## config.mk

```make
export PLATFORM = sky130hd
export DESIGN_NAME = sdee_top
export DESIGN_NICKNAME = d
export VERILOG_FILES = /design/src/design/sdee_pkg.sv /design/src/design/sdee_map.sv /design/src/design/sdee_top.sv
export SDC_FILE = /design/constraint.sdc
export NUM_CORES = 1
export LEC_CHECK = 0
export BUFFER_PORTS_ARGS = -buffer_cell sky130_fd_sc_hd__buf_2
export CAP_MARGIN = 20
export CELL_PAD_IN_SITES_DETAIL_PLACEMENT = 0
export CELL_PAD_IN_SITES_GLOBAL_PLACEMENT = 1
export CORE_UTILIZATION = 45
export CTS_BUF_LIST = sky130_fd_sc_hd__clkbuf_8
export DETAILED_ROUTE_END_ITERATION = 6
export PLACE_DENSITY_LB_ADDON = 0.1
export REMOVE_ABC_BUFFERS = 1
export SLEW_MARGIN = 40
export SYNTH_ARGS = -nofsm -noshare
export SYNTH_HDL_FRONTEND = slang
export SYNTH_SLANG_ARGS = --single-unit
```

## constraint.sdc

```tcl
create_clock -name pclk -period 7.1 [get_ports pclk]
set_clock_uncertainty 0.05 [all_clocks]
set_input_delay 1.42 -clock pclk [delete_from_list [all_inputs] [get_ports pclk]]
set_output_delay 1.42 -clock pclk [all_outputs]
set_load 0.02 [all_outputs]
```

## src/design/sdee_pkg.sv

```systemverilog
// Constants shared by the emergency encoder design files
package sdee_pkg;

	// ------------------------------------------------------------
	// Register byte offsets
	// ------------------------------------------------------------
	localparam logic [7:0] SDEE_OFF_CTRL     = 8'h00;
	localparam logic [7:0] SDEE_OFF_MODIDX   = 8'h04;
	localparam logic [7:0] SDEE_OFF_ERRCODE  = 8'h08;
	localparam logic [7:0] SDEE_OFF_STATUS   = 8'h0c;
	localparam logic [7:0] SDEE_OFF_IRQ_STAT = 8'h10;
	localparam logic [7:0] SDEE_OFF_IRQ_MASK = 8'h14;
	localparam logic [7:0] SDEE_OFF_SIO_WORD = 8'h18;
	localparam logic [7:0] SDEE_OFF_GW_WORD  = 8'h1c;
	localparam logic [7:0] SDEE_OFF_LAST     = 8'h20;
	localparam logic [7:0] SDEE_OFF_COUNT    = 8'h24;

	// ------------------------------------------------------------
	// Field positions
	// ------------------------------------------------------------
	localparam int SDEE_CTRL_EN      = 0;
	localparam int SDEE_CTRL_FORCE   = 1;
	localparam int SDEE_CTRL_NODE_LO = 8;
	localparam int SDEE_CTRL_NODE_HI = 14;
	localparam int SDEE_IRQ_SENT     = 0;
	localparam int SDEE_IRQ_SIO      = 1;
	localparam int SDEE_IRQ_GW       = 2;
	localparam int SDEE_IRQ_OVR      = 3;
	localparam int SDEE_IRQ_W        = 4;

	// ------------------------------------------------------------
	// Reset values
	// ------------------------------------------------------------
	localparam logic [31:0] SDEE_RST_CTRL    = 32'h0000_0000;
	localparam logic [7:0]  SDEE_RST_MODIDX  = 8'h00;
	localparam logic [15:0] SDEE_RST_ERRCODE = 16'h7001;
	localparam logic [7:0]  SDEE_RST_ERRREG  = 8'h00;

	// ------------------------------------------------------------
	// Frame constants
	// ------------------------------------------------------------
	localparam logic [10:0] SDEE_EMCY_BASE = 11'h080;
	localparam logic [3:0]  SDEE_EMCY_DLC  = 4'h8;
	localparam logic [3:0]  SDEE_ID_SIO    = 4'h2;
	localparam logic [3:0]  SDEE_ID_GW     = 4'h3;

	// ------------------------------------------------------------
	// State bit positions, safe input/output module
	// ------------------------------------------------------------
	localparam int SDEE_SIO_INT     = 1;
	localparam int SDEE_SIO_EXT     = 2;
	localparam int SDEE_SIO_HIST    = 3;
	localparam int SDEE_SIO_CFG     = 4;
	localparam int SDEE_SIO_SUPPLY  = 5;
	localparam int SDEE_SIO_DUAL    = 8;
	localparam int SDEE_SIO_IN_ST   = 14;
	localparam int SDEE_SIO_OUT_ST  = 15;
	localparam int SDEE_SIO_TEST    = 16;
	localparam int SDEE_SIO_SHORT   = 24;

	// ------------------------------------------------------------
	// State bit positions, gateway module
	// ------------------------------------------------------------
	localparam int SDEE_GW_INT    = 1;
	localparam int SDEE_GW_CFG    = 4;
	localparam int SDEE_GW_IN_ST  = 5;
	localparam int SDEE_GW_OUT_ST = 6;

	// ------------------------------------------------------------
	// Frame sequencer states
	// ------------------------------------------------------------
	typedef enum logic [1:0] {
		SDEE_IDLE = 2'b01,
		SDEE_SEND = 2'b10
	} sdee_state_t;

endpackage

```

## src/design/sdee_map.sv

```systemverilog
// Maps module diagnostic conditions onto 32-bit emergency state words
`timescale 1ns/1ps
module sdee_map
	import sdee_pkg::*;
(
	input  wire logic        sio_internal_fail,
	input  wire logic        sio_external_fail,
	input  wire logic        sio_history,
	input  wire logic        sio_config_bad,
	input  wire logic        sio_supply_bad,
	input  wire logic [3:0]  sio_dual_err,
	input  wire logic        sio_in_state,
	input  wire logic        sio_out_state,
	input  wire logic [7:0]  sio_test_err,
	input  wire logic [3:0]  sio_short_high,
	input  wire logic [3:0]  sio_short_low,
	input  wire logic        gw_internal_fail,
	input  wire logic        gw_config_bad,
	input  wire logic        gw_in_state,
	input  wire logic        gw_out_state,
	output logic      [31:0] sio_word,
	output logic      [31:0] gw_word
);

	// ------------------------------------------------------------
	// Safe input/output word, reserved bits stay zero
	// ------------------------------------------------------------
	always_comb begin
		sio_word = 32'h0000_0000;
		sio_word[SDEE_SIO_INT]    = sio_internal_fail;
		sio_word[SDEE_SIO_EXT]    = sio_external_fail;
		sio_word[SDEE_SIO_HIST]   = sio_history;
		sio_word[SDEE_SIO_CFG]    = sio_config_bad;
		sio_word[SDEE_SIO_SUPPLY] = sio_supply_bad;
		sio_word[SDEE_SIO_IN_ST]  = sio_in_state;
		sio_word[SDEE_SIO_OUT_ST] = sio_out_state;
		for (int i = 0; i < 4; i++) begin
			sio_word[SDEE_SIO_DUAL + i] = sio_dual_err[i];
			sio_word[SDEE_SIO_SHORT + 2*i] = sio_short_high[i];
			sio_word[SDEE_SIO_SHORT + 2*i + 1] = sio_short_low[i];
		end
		for (int i = 0; i < 8; i++) begin
			sio_word[SDEE_SIO_TEST + i] = sio_test_err[i];
		end
	end

	// ------------------------------------------------------------
	// Gateway word, bits 0, 2, 3 and 7 up reserved
	// ------------------------------------------------------------
	always_comb begin
		gw_word = 32'h0000_0000;
		gw_word[SDEE_GW_INT]    = gw_internal_fail;
		gw_word[SDEE_GW_CFG]    = gw_config_bad;
		gw_word[SDEE_GW_IN_ST]  = gw_in_state;
		gw_word[SDEE_GW_OUT_ST] = gw_out_state;
	end

endmodule

```

## src/design/sdee_top.sv

```systemverilog
// Emergency frame encoder with APB registers and interrupt
//
// The implementer's own choices: the register addresses and the APB register port.
`timescale 1ns/1ps
module sdee_top
	import sdee_pkg::*;
#(
	parameter int NODE_W = 7
)
(
	input  wire logic        pclk,
	input  wire logic        presetn,
	input  wire logic        psel,
	input  wire logic        penable,
	input  wire logic        pwrite,
	input  wire logic [7:0]  paddr,
	input  wire logic [31:0] pwdata,
	output logic      [31:0] prdata,
	output logic             pready,
	output logic             pslverr,
	input  wire logic        sio_internal_fail,
	input  wire logic        sio_external_fail,
	input  wire logic        sio_history,
	input  wire logic        sio_config_bad,
	input  wire logic        sio_supply_bad,
	input  wire logic [3:0]  sio_dual_err,
	input  wire logic        sio_in_state,
	input  wire logic        sio_out_state,
	input  wire logic [7:0]  sio_test_err,
	input  wire logic [3:0]  sio_short_high,
	input  wire logic [3:0]  sio_short_low,
	input  wire logic        gw_internal_fail,
	input  wire logic        gw_config_bad,
	input  wire logic        gw_in_state,
	input  wire logic        gw_out_state,
	output logic             tx_valid,
	input  wire logic        tx_ready,
	output logic      [10:0] tx_id,
	output logic      [3:0]  tx_dlc,
	output logic      [63:0] tx_data,
	output logic             irq
);

	// ------------------------------------------------------------
	// Declarations
	// ------------------------------------------------------------
	logic [31:0]        sio_word;
	logic [31:0]        gw_word;
	logic               en_r;
	logic               force_r;
	logic [NODE_W-1:0]  node_r;
	logic [3:0]         sio_idx_r;
	logic [3:0]         gw_idx_r;
	logic [15:0]        err_code_r;
	logic [7:0]         err_reg_r;
	logic [SDEE_IRQ_W-1:0] irq_stat_r;
	logic [SDEE_IRQ_W-1:0] irq_mask_r;
	logic [SDEE_IRQ_W-1:0] irq_set;
	logic [SDEE_IRQ_W-1:0] irq_clr;
	logic [31:0]        sio_sent_r;
	logic [31:0]        gw_sent_r;
	logic [31:0]        last_word_r;
	logic [15:0]        count_r;
	logic               pready_r;
	logic               pslverr_r;
	logic [31:0]        prdata_r;
	logic               tx_valid_r;
	logic [10:0]        tx_id_r;
	logic [3:0]         tx_dlc_r;
	logic [63:0]        tx_data_r;
	logic               irq_r;
	sdee_state_t        state_r;
	sdee_state_t        state_nxt;
	logic               apb_done;
	logic               apb_wr;
	logic               sio_chg;
	logic               gw_chg;
	logic               launch;
	logic               pick_sio;
	logic               tx_done;
	logic [31:0]        rd_val;
	logic               rd_ok;

	// ------------------------------------------------------------
	// Functions
	// ------------------------------------------------------------
	// Emergency identifier from node address
	function automatic logic [10:0] emcy_id(input logic [NODE_W-1:0] n);
		emcy_id = SDEE_EMCY_BASE + 11'(n);
	endfunction

	// Eight data bytes, lowest byte first on the wire
	function automatic logic [63:0] emcy_data(
		input logic [15:0] code,
		input logic [7:0]  ereg,
		input logic [3:0]  did,
		input logic [3:0]  midx,
		input logic [31:0] word
	);
		emcy_data = {word, did, midx, ereg, code};
	endfunction

	// ------------------------------------------------------------
	// Diagnostic bit mapping
	// ------------------------------------------------------------
	sdee_map u_map (
		.sio_internal_fail (sio_internal_fail),
		.sio_external_fail (sio_external_fail),
		.sio_history       (sio_history),
		.sio_config_bad    (sio_config_bad),
		.sio_supply_bad    (sio_supply_bad),
		.sio_dual_err      (sio_dual_err),
		.sio_in_state      (sio_in_state),
		.sio_out_state     (sio_out_state),
		.sio_test_err      (sio_test_err),
		.sio_short_high    (sio_short_high),
		.sio_short_low     (sio_short_low),
		.gw_internal_fail  (gw_internal_fail),
		.gw_config_bad     (gw_config_bad),
		.gw_in_state       (gw_in_state),
		.gw_out_state      (gw_out_state),
		.sio_word          (sio_word),
		.gw_word           (gw_word)
	);

	// ------------------------------------------------------------
	// Change detection and sequencing
	// ------------------------------------------------------------
	// A word that differs from the one last sent wants a frame
	assign sio_chg  = en_r && ((sio_word != sio_sent_r) || force_r);
	assign gw_chg   = en_r && (gw_word != gw_sent_r);
	assign pick_sio = sio_chg;
	assign launch   = (state_r == SDEE_IDLE) && (sio_chg || gw_chg);
	assign tx_done  = (state_r == SDEE_SEND) && tx_valid_r && tx_ready;

	// Next state
	always_comb begin
		state_nxt = state_r;
		case (state_r)
			SDEE_IDLE: begin
				if (launch) begin
					state_nxt = SDEE_SEND;
				end
			end
			SDEE_SEND: begin
				if (tx_done) begin
					state_nxt = SDEE_IDLE;
				end
			end
			default: begin
				state_nxt = SDEE_IDLE;
			end
		endcase
	end

	// State register
	always_ff @(posedge pclk or negedge presetn) begin
		if (!presetn) begin
			state_r <= SDEE_IDLE;
		end else begin
			state_r <= state_nxt;
		end
	end

	// Frame builder, held stable while waiting for the controller
	always_ff @(posedge pclk or negedge presetn) begin
		if (!presetn) begin
			tx_valid_r <= 1'b0;
			tx_id_r    <= 11'h000;
			tx_dlc_r   <= 4'h0;
			tx_data_r  <= 64'h0;
		end else if (launch) begin
			tx_valid_r <= 1'b1;
			tx_id_r    <= emcy_id(node_r);
			tx_dlc_r   <= SDEE_EMCY_DLC;
			if (pick_sio) begin
				tx_data_r <= emcy_data(err_code_r, err_reg_r,
					SDEE_ID_SIO, sio_idx_r, sio_word);
			end else begin
				tx_data_r <= emcy_data(err_code_r, err_reg_r,
					SDEE_ID_GW, gw_idx_r, gw_word);
			end
		end else if (tx_done) begin
			tx_valid_r <= 1'b0;
		end
	end

	// Words last reported per module
	always_ff @(posedge pclk or negedge presetn) begin
		if (!presetn) begin
			sio_sent_r  <= 32'h0000_0000;
			gw_sent_r   <= 32'h0000_0000;
			last_word_r <= 32'h0000_0000;
		end else if (launch) begin
			if (pick_sio) begin
				sio_sent_r  <= sio_word;
				last_word_r <= sio_word;
			end else begin
				gw_sent_r   <= gw_word;
				last_word_r <= gw_word;
			end
		end
	end

	// Frames handed to the controller
	always_ff @(posedge pclk or negedge presetn) begin
		if (!presetn) begin
			count_r <= 16'h0000;
		end else if (tx_done) begin
			count_r <= count_r + 16'h0001;
		end
	end

	// ------------------------------------------------------------
	// APB slave, one wait state per access
	// ------------------------------------------------------------
	assign apb_done = psel && penable && pready_r;
	assign apb_wr   = apb_done && pwrite && !pslverr_r;

	// Read mux and address decode
	always_comb begin
		rd_val = 32'h0000_0000;
		rd_ok  = 1'b1;
		case (paddr)
			SDEE_OFF_CTRL: begin
				rd_val[SDEE_CTRL_EN] = en_r;
				rd_val[SDEE_CTRL_NODE_HI:SDEE_CTRL_NODE_LO] = node_r;
			end
			SDEE_OFF_MODIDX: begin
				rd_val[7:0] = {gw_idx_r, sio_idx_r};
			end
			SDEE_OFF_ERRCODE: begin
				rd_val[23:0] = {err_reg_r, err_code_r};
			end
			SDEE_OFF_STATUS: begin
				rd_val[2:0] = {gw_chg, sio_chg, tx_valid_r};
			end
			SDEE_OFF_IRQ_STAT: begin
				rd_val[SDEE_IRQ_W-1:0] = irq_stat_r;
			end
			SDEE_OFF_IRQ_MASK: begin
				rd_val[SDEE_IRQ_W-1:0] = irq_mask_r;
			end
			SDEE_OFF_SIO_WORD: begin
				rd_val = sio_word;
			end
			SDEE_OFF_GW_WORD: begin
				rd_val = gw_word;
			end
			SDEE_OFF_LAST: begin
				rd_val = last_word_r;
			end
			SDEE_OFF_COUNT: begin
				rd_val[15:0] = count_r;
			end
			default: begin
				rd_ok = 1'b0;
			end
		endcase
	end

	// Ready, error and read data land together in the access phase
	always_ff @(posedge pclk or negedge presetn) begin
		if (!presetn) begin
			pready_r  <= 1'b0;
			pslverr_r <= 1'b0;
			prdata_r  <= 32'h0000_0000;
		end else if (psel && penable && !pready_r) begin
			pready_r  <= 1'b1;
			pslverr_r <= !rd_ok;
			prdata_r  <= pwrite ? 32'h0000_0000 : rd_val;
		end else begin
			pready_r  <= 1'b0;
			pslverr_r <= 1'b0;
			prdata_r  <= 32'h0000_0000;
		end
	end

	// Control and configuration registers
	always_ff @(posedge pclk or negedge presetn) begin
		if (!presetn) begin
			en_r       <= SDEE_RST_CTRL[SDEE_CTRL_EN];
			node_r     <= SDEE_RST_CTRL[SDEE_CTRL_NODE_HI:SDEE_CTRL_NODE_LO];
			sio_idx_r  <= SDEE_RST_MODIDX[3:0];
			gw_idx_r   <= SDEE_RST_MODIDX[7:4];
			err_code_r <= SDEE_RST_ERRCODE;
			err_reg_r  <= SDEE_RST_ERRREG;
		end else if (apb_wr) begin
			case (paddr)
				SDEE_OFF_CTRL: begin
					en_r   <= pwdata[SDEE_CTRL_EN];
					node_r <= pwdata[SDEE_CTRL_NODE_HI:SDEE_CTRL_NODE_LO];
				end
				SDEE_OFF_MODIDX: begin
					sio_idx_r <= pwdata[3:0];
					gw_idx_r  <= pwdata[7:4];
				end
				SDEE_OFF_ERRCODE: begin
					err_code_r <= pwdata[15:0];
					err_reg_r  <= pwdata[23:16];
				end
				default: begin
				end
			endcase
		end
	end

	// Forced resend of the safe module word, dropped once launched
	always_ff @(posedge pclk or negedge presetn) begin
		if (!presetn) begin
			force_r <= 1'b0;
		end else if (apb_wr && (paddr == SDEE_OFF_CTRL)
				&& pwdata[SDEE_CTRL_FORCE]) begin
			force_r <= 1'b1;
		end else if (launch && pick_sio) begin
			force_r <= 1'b0;
		end
	end

	// ------------------------------------------------------------
	// Interrupts
	// ------------------------------------------------------------
	// Events: frame sent, new change per module, change while busy
	always_comb begin
		irq_set = '0;
		irq_set[SDEE_IRQ_SENT] = tx_done;
		irq_set[SDEE_IRQ_SIO]  = launch && pick_sio;
		irq_set[SDEE_IRQ_GW]   = launch && !pick_sio;
		irq_set[SDEE_IRQ_OVR]  = (state_r == SDEE_SEND)
			&& ((sio_word != sio_sent_r) || (gw_word != gw_sent_r))
			&& en_r;
		irq_clr = '0;
		if (apb_wr && (paddr == SDEE_OFF_IRQ_STAT)) begin
			irq_clr = pwdata[SDEE_IRQ_W-1:0];
		end
	end

	// Sticky status, a new event outweighs a clear
	always_ff @(posedge pclk or negedge presetn) begin
		if (!presetn) begin
			irq_stat_r <= '0;
		end else begin
			irq_stat_r <= (irq_stat_r & ~irq_clr) | irq_set;
		end
	end

	// Mask register
	always_ff @(posedge pclk or negedge presetn) begin
		if (!presetn) begin
			irq_mask_r <= '0;
		end else if (apb_wr && (paddr == SDEE_OFF_IRQ_MASK)) begin
			irq_mask_r <= pwdata[SDEE_IRQ_W-1:0];
		end
	end

	// Level interrupt output
	always_ff @(posedge pclk or negedge presetn) begin
		if (!presetn) begin
			irq_r <= 1'b0;
		end else begin
			irq_r <= |(((irq_stat_r & ~irq_clr) | irq_set) & irq_mask_r);
		end
	end

	// ------------------------------------------------------------
	// Outputs
	// ------------------------------------------------------------
	assign prdata   = prdata_r;
	assign pready   = pready_r;
	assign pslverr  = pslverr_r;
	assign tx_valid = tx_valid_r;
	assign tx_id    = tx_id_r;
	assign tx_dlc   = tx_dlc_r;
	assign tx_data  = tx_data_r;
	assign irq      = irq_r;

endmodule

```

==> reports/qor.csv, run 1 <==
stage,metric,value,unit
finish,final net count,979,
worst_hold_path,hold path endpoint,tx_data[11]$_DFFE_PN0P_,
clocking,"Clk pin slew, worst setup/hold paths",0.09,ns
yosys,Synth cell types,47,
sta,Max-slew headroom,40.5,%
placed_design,dpl hpwl,15.1,mm
finish,ANT cells,0,
yosys,mean post-synth cell area,11.6,um^2
setup_path,R2R setup slack,4.03,ns
detailed_routing,Remaining DRCs,0,
sta,hold_ws,0.425,ns
grt,first-pass GRT wire length,35.4,mm
finish,Layout area overhead,18.0,%
grt,number of global-route vias before repair,6415,
yosys,Yosys warnings,0,
sta,final slew viol count,0,
detailed_routing,Wirelength per Cell,19.3,um
setup_path,critical path type,input port to flip-flop,
floorplanning,number of cell rows,50,
worst_hold_path,Hold Path Class,flip-flop to flip-flop,
setup_path,Critical R2R Launch,sio_sent_r[25]$_DFFE_PN0P_,
floorplanning,Die Y-Extent,140,um
setup_path,Crit Path Max Fanout,53,
setup_path,R2R depth,7,
floorplanning,die area,0.0196,mm^2
yosys,top_reg_cell synth,dfrtp_1,
yosys,Post-Synthesis Cells,739,
sta,RSZ-0062 raised after global routing,no,
yosys,"top cells by count, synth","dfrtp_1, nand2_1, mux2_2",
clocking,clock sink count,199,
clocking,CTS tree,done,
clocking,Clock Path Buffers,2,
yosys,"flops & latches, synth",199,
sta,Final min period,3.74,ns
grt,largest net degree at the start of global routing,100,
setup_path,end of the worst register-to-register path,sio_sent_r[14]$_DFFE_PN0P_,
detailed_routing,drt via density,5.52,
grt,antenna violations before repair,0,
detailed_routing,DRT Wirelength,22.2,mm
yosys,Yosys top cell area share,56.5,%
status,status,"finished, final reports clean",
setup_path,Startpoint Class,input port,
finish,fraction of layout cells with a size suffix above 1,33.6,%
detailed_routing,post-route ant nets,0,
floorplanning,die width,140,um
finish,post-layout util,54.2,%
setup_path,Worst setup EP type,flip-flop,
worst_hold_path,WHS Path Cells,2,
placed_design,RePlAce Congestion,0.845,
yosys,Mapped Area,0.00859,mm^2
clocking,Root Driver,clkbuf_8,
pwr,Leak Pwr,5.31,nW
floorplanning,Starting Density,45.9,%
clocking,H-tree Lvls,4,
sta,Final Hold Fails,0,
yosys,"FFs w/ async S/R, synth",100,%
placed_design,placed cell area,0.00963,mm^2
yosys,number of synthesized flops with an enable pin,0,
yosys,Synth area leader,dfrtp_1,
yosys,synth top area cells,"dfrtp_1, mux2_2, nand2_1, xor2_1, a22o_1",
detailed_routing,Initial DRC Count,479,
clocking,later-pin clock latency in the skew report,0.46,ns
floorplanning,core area,0.0187,mm^2
worst_hold_path,hold wc startpoint,tx_data[11]$_DFFE_PN0P_,
grt,Overflow after GRT,0,
grt,total track usage,23.6,%
sta,max frequency,267,MHz
placed_design,Port Buffers,171,
clocking,Resized Gates After CTS,0,
sta,slew at the pin with the worst max-slew slack,0.890,ns
pwr,Power Dens Cells,211,mW/mm^2
clocking,post-CTS setup buffers,0,
clocking,cts hold-fix bufs,0,
finish,post-route cell area,0.0101,mm^2
setup_path,CP Data Required Time,7.40,ns
yosys,post-synthesis sequential area ratio,58.0,%
sta,# setup viols final,0,
pwr,worst ir drop on vdd,0.0986,mV
setup_path,"Arr. time, crit path",4.04,ns
floorplanning,IO Count,192,
clocking,TritonCTS buffer count,17,
sta,Final period util,52.7,%
detailed_routing,DR pass1 iterations,6,
yosys,most frequent cell after synthesis,dfrtp_1,
detailed_routing,via count,6342,
flow_run,max-cap viol count,0,
==> layout make-up <==
cell class / instances / area [um^2]
clock buffer: 19 / 262
tap: 234 / 293
inverter: 6 / 22.5
fill: 1659 / 8570
multi-input combinational: 493 / 3370
sequential: 199 / 4990
clock inverter: 13 / 215
timing repair buffer: 184 / 983
==> through the flow <==
stage | total power, mW | std cells | setup WS [ns] | TNS, ns
detailed placement | 1.31 | 1115 | 2.84 | 0
CTS | 2.16 | 1147 | 3.34 | 0
floorplan | 1.23 | 698 | -0.458 | -20.65
global placement | 1.31 | 1115 | 2.84 | 0
global route | 2.21 | 1148 | 3.22 | 0
finish | 2.13 | 1148 | 3.36 | 0
==> how the worst max path moves through the flow <==
stage | depth (start not counted) | from | slack, ns | endpoint
floorplan | 6 | sio_short_low[0] | -0.46 | tx_data[24]$_DFFE_PN0P_
global placement | 8 | sio_short_low[0] | 2.84 | tx_data[27]$_DFFE_PN0P_
detailed placement | 8 | sio_short_low[0] | 2.84 | sio_sent_r[18]$_DFFE_PN0P_
CTS | 8 | sio_short_low[0] | 3.34 | tx_data[27]$_DFFE_PN0P_
global route | 8 | sio_short_low[0] | 3.22 | sio_sent_r[23]$_DFFE_PN0P_
finish | 8 | sio_short_low[0] | 3.36 | sio_sent_r[14]$_DFFE_PN0P_
==> state kept, by name (all words and copies together), names as in the netlist, 2 cells and up <==
signal	flops
err_reg_r	8
irq_mask_r	4
node_r	7
gw_idx_r	4
irq_stat_r	4
sio_sent_r	27
tx_id	7
err_code_r	16
count_r	16
gw_sent_r	4
tx_data	57
sio_idx_r	4
prdata	32
state_r	2
==> metal layers <==
| layer | part of all wire, % | GRT usage [%] | up-vias |
|---|---|---|---|
| li1 | - | - | 2906 |
| met1 | 44 | 31.9 | 3189 |
| met2 | 48 | 38.0 | 215 |
| met3 | 5.5 | 4.51 | 32 |
| met4 | 1.8 | 8.56 | 0 |
| met5 | 0 | 0 | - |
==> cell usage in the layout (no fill, tap or decap), types with 2 or more instances in the layout <==
cell type and count:
or3_1 4, o21ai_0 6, bufinv_16 5, a31oi_1 11, conb_1 12, inv_6 3
and2_1 11, a22o_1 28, nor2_1 40, mux2_2 76, nand3_1 14, dfrtp_1 194
clkinv_4 3, and4_1 2, xnor2_1 17, a221o_1 7, nand2b_1 3, nor3_1 6
nor2_2 2, nand4_1 6, buf_4 12, a21oi_1 7, a21o_1 4, a222oi_1 16
or4_1 2, a311oi_1 2, a22oi_1 24, mux2i_1 3, nor3_4 3, nor4_1 7
buf_2 170, nand2_1 135, inv_1 6, dfstp_2 5, clkbuf_8 19, xor2_1 29
==> power by group <==
| part | switching [mW] | internal, mW |
|---|---|---|
| combinational | 0.0848 | 0.0449 |
| sequential | 0.0119 | 1.15 |
| clock | 0.402 | 0.443 |
| total | 0.498 | 1.64 |
==> critical path, cell delays in order <==
cell and delay (ns):
buf_2 0.13, xor2_1 0.14, nor4_1 0.41, nand4_1 0.39
or3_1 0.53, and2_2 0.27, buf_4 0.36, mux2_2 0.36
==> logic make-up after synthesis <==
| family | Yosys count | synth area share, % |
|---|---|---|
| other | 1 | 0.0437 |
| muxes | 79 | 10.3 |
| xor gates and xnor gates | 46 | 4.69 |
| and+or+nand+nor | 242 | 12.6 |
| DFF | 199 | 58.0 |
| adders and majority gates | 1 | 0.146 |
| buffers and inverters | 58 | 3.67 |
| AOI/OAI and AO/OA | 113 | 10.5 |
Power figures use the tool's default switching activity.
==> inputs of run 2 (changes only) <==
Settings changed: CORE_UTILIZATION 45 to 44.
Clock period 7.1 ns to 3.75 ns, I/O delays scaled along.
==> run 2 against run 1 <==
Net effect:
- largest power group unchanged
- flip-flop and latch count stayed put
- sequential share of layout area fell by 0.24 points
- cell count increased by 3.3%
- worst setup slack worse by 2.4 ns
- first-iteration DRC count grew 18%
- design area is 0.49% higher
- core utilization is 0.27 points lower
- clock power increased by 75%
- die area rose by 2.2%
- worst hold slack got worse by 0.15 ns
- total power is 84% higher
- register-to-register slack lost 3.1 ns
==> reports/qor.csv, run 2 (synthesis results as in run 1) <==
stage,metric,value,unit
clocking,Root Driver,clkbuf_8,
grt,largest net degree at the start of global routing,93,
clocking,H-tree Lvls,4,
floorplanning,core area,0.0189,mm^2
finish,fill count,1739,
status,status,"finished, final reports clean",
finish,post-route non-filler standard cell count,1186,
setup_path,Worst setup EP type,flip-flop,
placed_design,Port Buffers,171,
sta,hold_ws,0.279,ns
sta,max frequency,354,MHz
detailed_routing,via count,6461,
floorplanning,Die Y-Extent,142,um
finish,"commonest cells after routing, fill and taps aside","dfrtp_1, buf_2, nand2_1",
clocking,cts hold-fix bufs,0,
sta,RSZ-0062 raised after global routing,no,
clocking,clock sink count,199,
clocking,Resized Gates After CTS,0,
pwr,worst ir drop on vdd,0.190,mV
placed_design,dpl hpwl,16.0,mm
sta,# setup viols final,0,
clocking,TritonCTS buffer count,17,
detailed_routing,DR pass1 iterations,5,
setup_path,Startpoint Class,flip-flop,
setup_path,critical path type,flip-flop to flip-flop,
detailed_routing,DRT Wirelength,23.0,mm
floorplanning,number of cell rows,50,
placed_design,RePlAce Congestion,0.881,
grt,first-pass GRT wire length,36.2,mm
finish,"most common cell after layout, fill and taps aside",dfrtp_1,
clocking,Clock Path Buffers,2,
sta,Final Hold Fails,0,
pwr,Leak Pwr,5.32,nW
grt,total track usage,24.0,%
sta,Final min period,2.82,ns
sta,Final period util,75.3,%
setup_path,CP Data Required Time,4.05,ns
clocking,post-CTS setup buffers,0,
finish,Layout area overhead,18.6,%
clocking,CTS tree,done,
floorplanning,IO Count,192,
floorplanning,Starting Density,45.5,%
floorplanning,die width,142,um
pwr,Power Dens Cells,385,mW/mm^2
grt,number of global-route vias before repair,6482,
worst_hold_path,Hold Path Class,input port to async pin,
grt,antenna violations before repair,0,
setup_path,"Arr. time, crit path",3.12,ns
grt,Overflow after GRT,0,
floorplanning,die area,0.0201,mm^2
placed_design,dpl cells,1153,
detailed_routing,Remaining DRCs,0,
finish,max reg flops,57,
sta,final slew viol count,0,
detailed_routing,post-route ant nets,0,
sta,Max-slew headroom,44.3,%
setup_path,Crit Path Max Fanout,45,
flow_run,max-cap viol count,0,
detailed_routing,drt via density,5.45,
clocking,later-pin clock latency in the skew report,0.46,ns
clocking,"Clk pin slew, worst setup/hold paths",0.11,ns
setup_path,R2R depth,7,
finish,final net count,990,
finish,fraction of layout cells with a size suffix above 1,34.3,%
detailed_routing,Initial DRC Count,567,
detailed_routing,Wirelength per Cell,19.4,um
sta,slew at the pin with the worst max-slew slack,0.831,ns
[run 2: cell count changes in the layout (fill, tap and decap cells not counted), sizes merged]
cell    change
clkbuf      -1
buf        +10
diode       +1
bufinv      -2
inv         +2
clkinv      +2
[run 2: final timing paths]
check	from	endpoint	slack, ns
worst max-delay path	sio_sent_r[25]$_DFFE_PN0P_	tx_data[25]$_DFFE_PN0P_	0.93
worst min-delay path	presetn	prdata[26]$_DFF_PN0_	0.28
worst max register to register	sio_sent_r[25]$_DFFE_PN0P_	tx_data[25]$_DFFE_PN0P_	0.93
worst min register to register	tx_data[14]$_DFFE_PN0P_	tx_data[14]$_DFFE_PN0P_	0.43
max in group asynchronous	presetn	irq_stat_r[2]$_DFF_PN0_	2.42
min in group pclk	tx_data[14]$_DFFE_PN0P_	tx_data[14]$_DFFE_PN0P_	0.43
[run 2: power breakdown]
part	internal, mW	total, mW	switching, mW
sequential	2.17	2.20	0.0226
combinational	0.0835	0.247	0.163
clock	0.677	1.48	0.803
[run 2: area by class of cell]
class	count	area (um^2)	area share, %
diodes	1	2.50	0.0246
repair buffers	195	1070	10.5
well taps	260	325	3.19
multi-input cells	493	3350	32.9
clock buffers	17	234	2.30
flip-flops and latches	199	4990	48.9
inverters	6	22.5	0.221
clock inverters	15	195	1.92
[run 2: critical path, stage by stage, from the launching register on]
cell and delay [ns]:
dfrtp_1 0.40, xor2_1 0.16, nor4_1 0.45, nand4_1 0.34, or3_1 0.52, and2_2 0.23
buf_12 0.19, a221o_1 0.33
[run 2: through the flow]
step / setup TNS [ns] / area [um^2] / utilization [%] / worst slack (ns) / power (mW)
global route: 0 / 10200 / 53.9 / 0.771 / 4.07
CTS: 0 / 10200 / 53.9 / 0.855 / 3.96
detailed placement: 0 / 9750 / 51.6 / 0.398 / 2.49
finish: 0 / 10200 / 53.9 / 0.926 / 3.92
global placement: 0 / 9750 / 51.6 / 0.410 / 2.48
floorplan: -202.89 / 8340 / - / -3.14 / 2.33
[run 2: per-layer routing]
layer / vias up / routed length [um] / track usage [%]
met5: - / 0 / 0
met4: 0 / 431 / 6.96
met3: 33 / 1130 / 4.12
met2: 214 / 11000 / 38.5
met1: 3270 / 10500 / 33.5
li1: 2944 / - / -
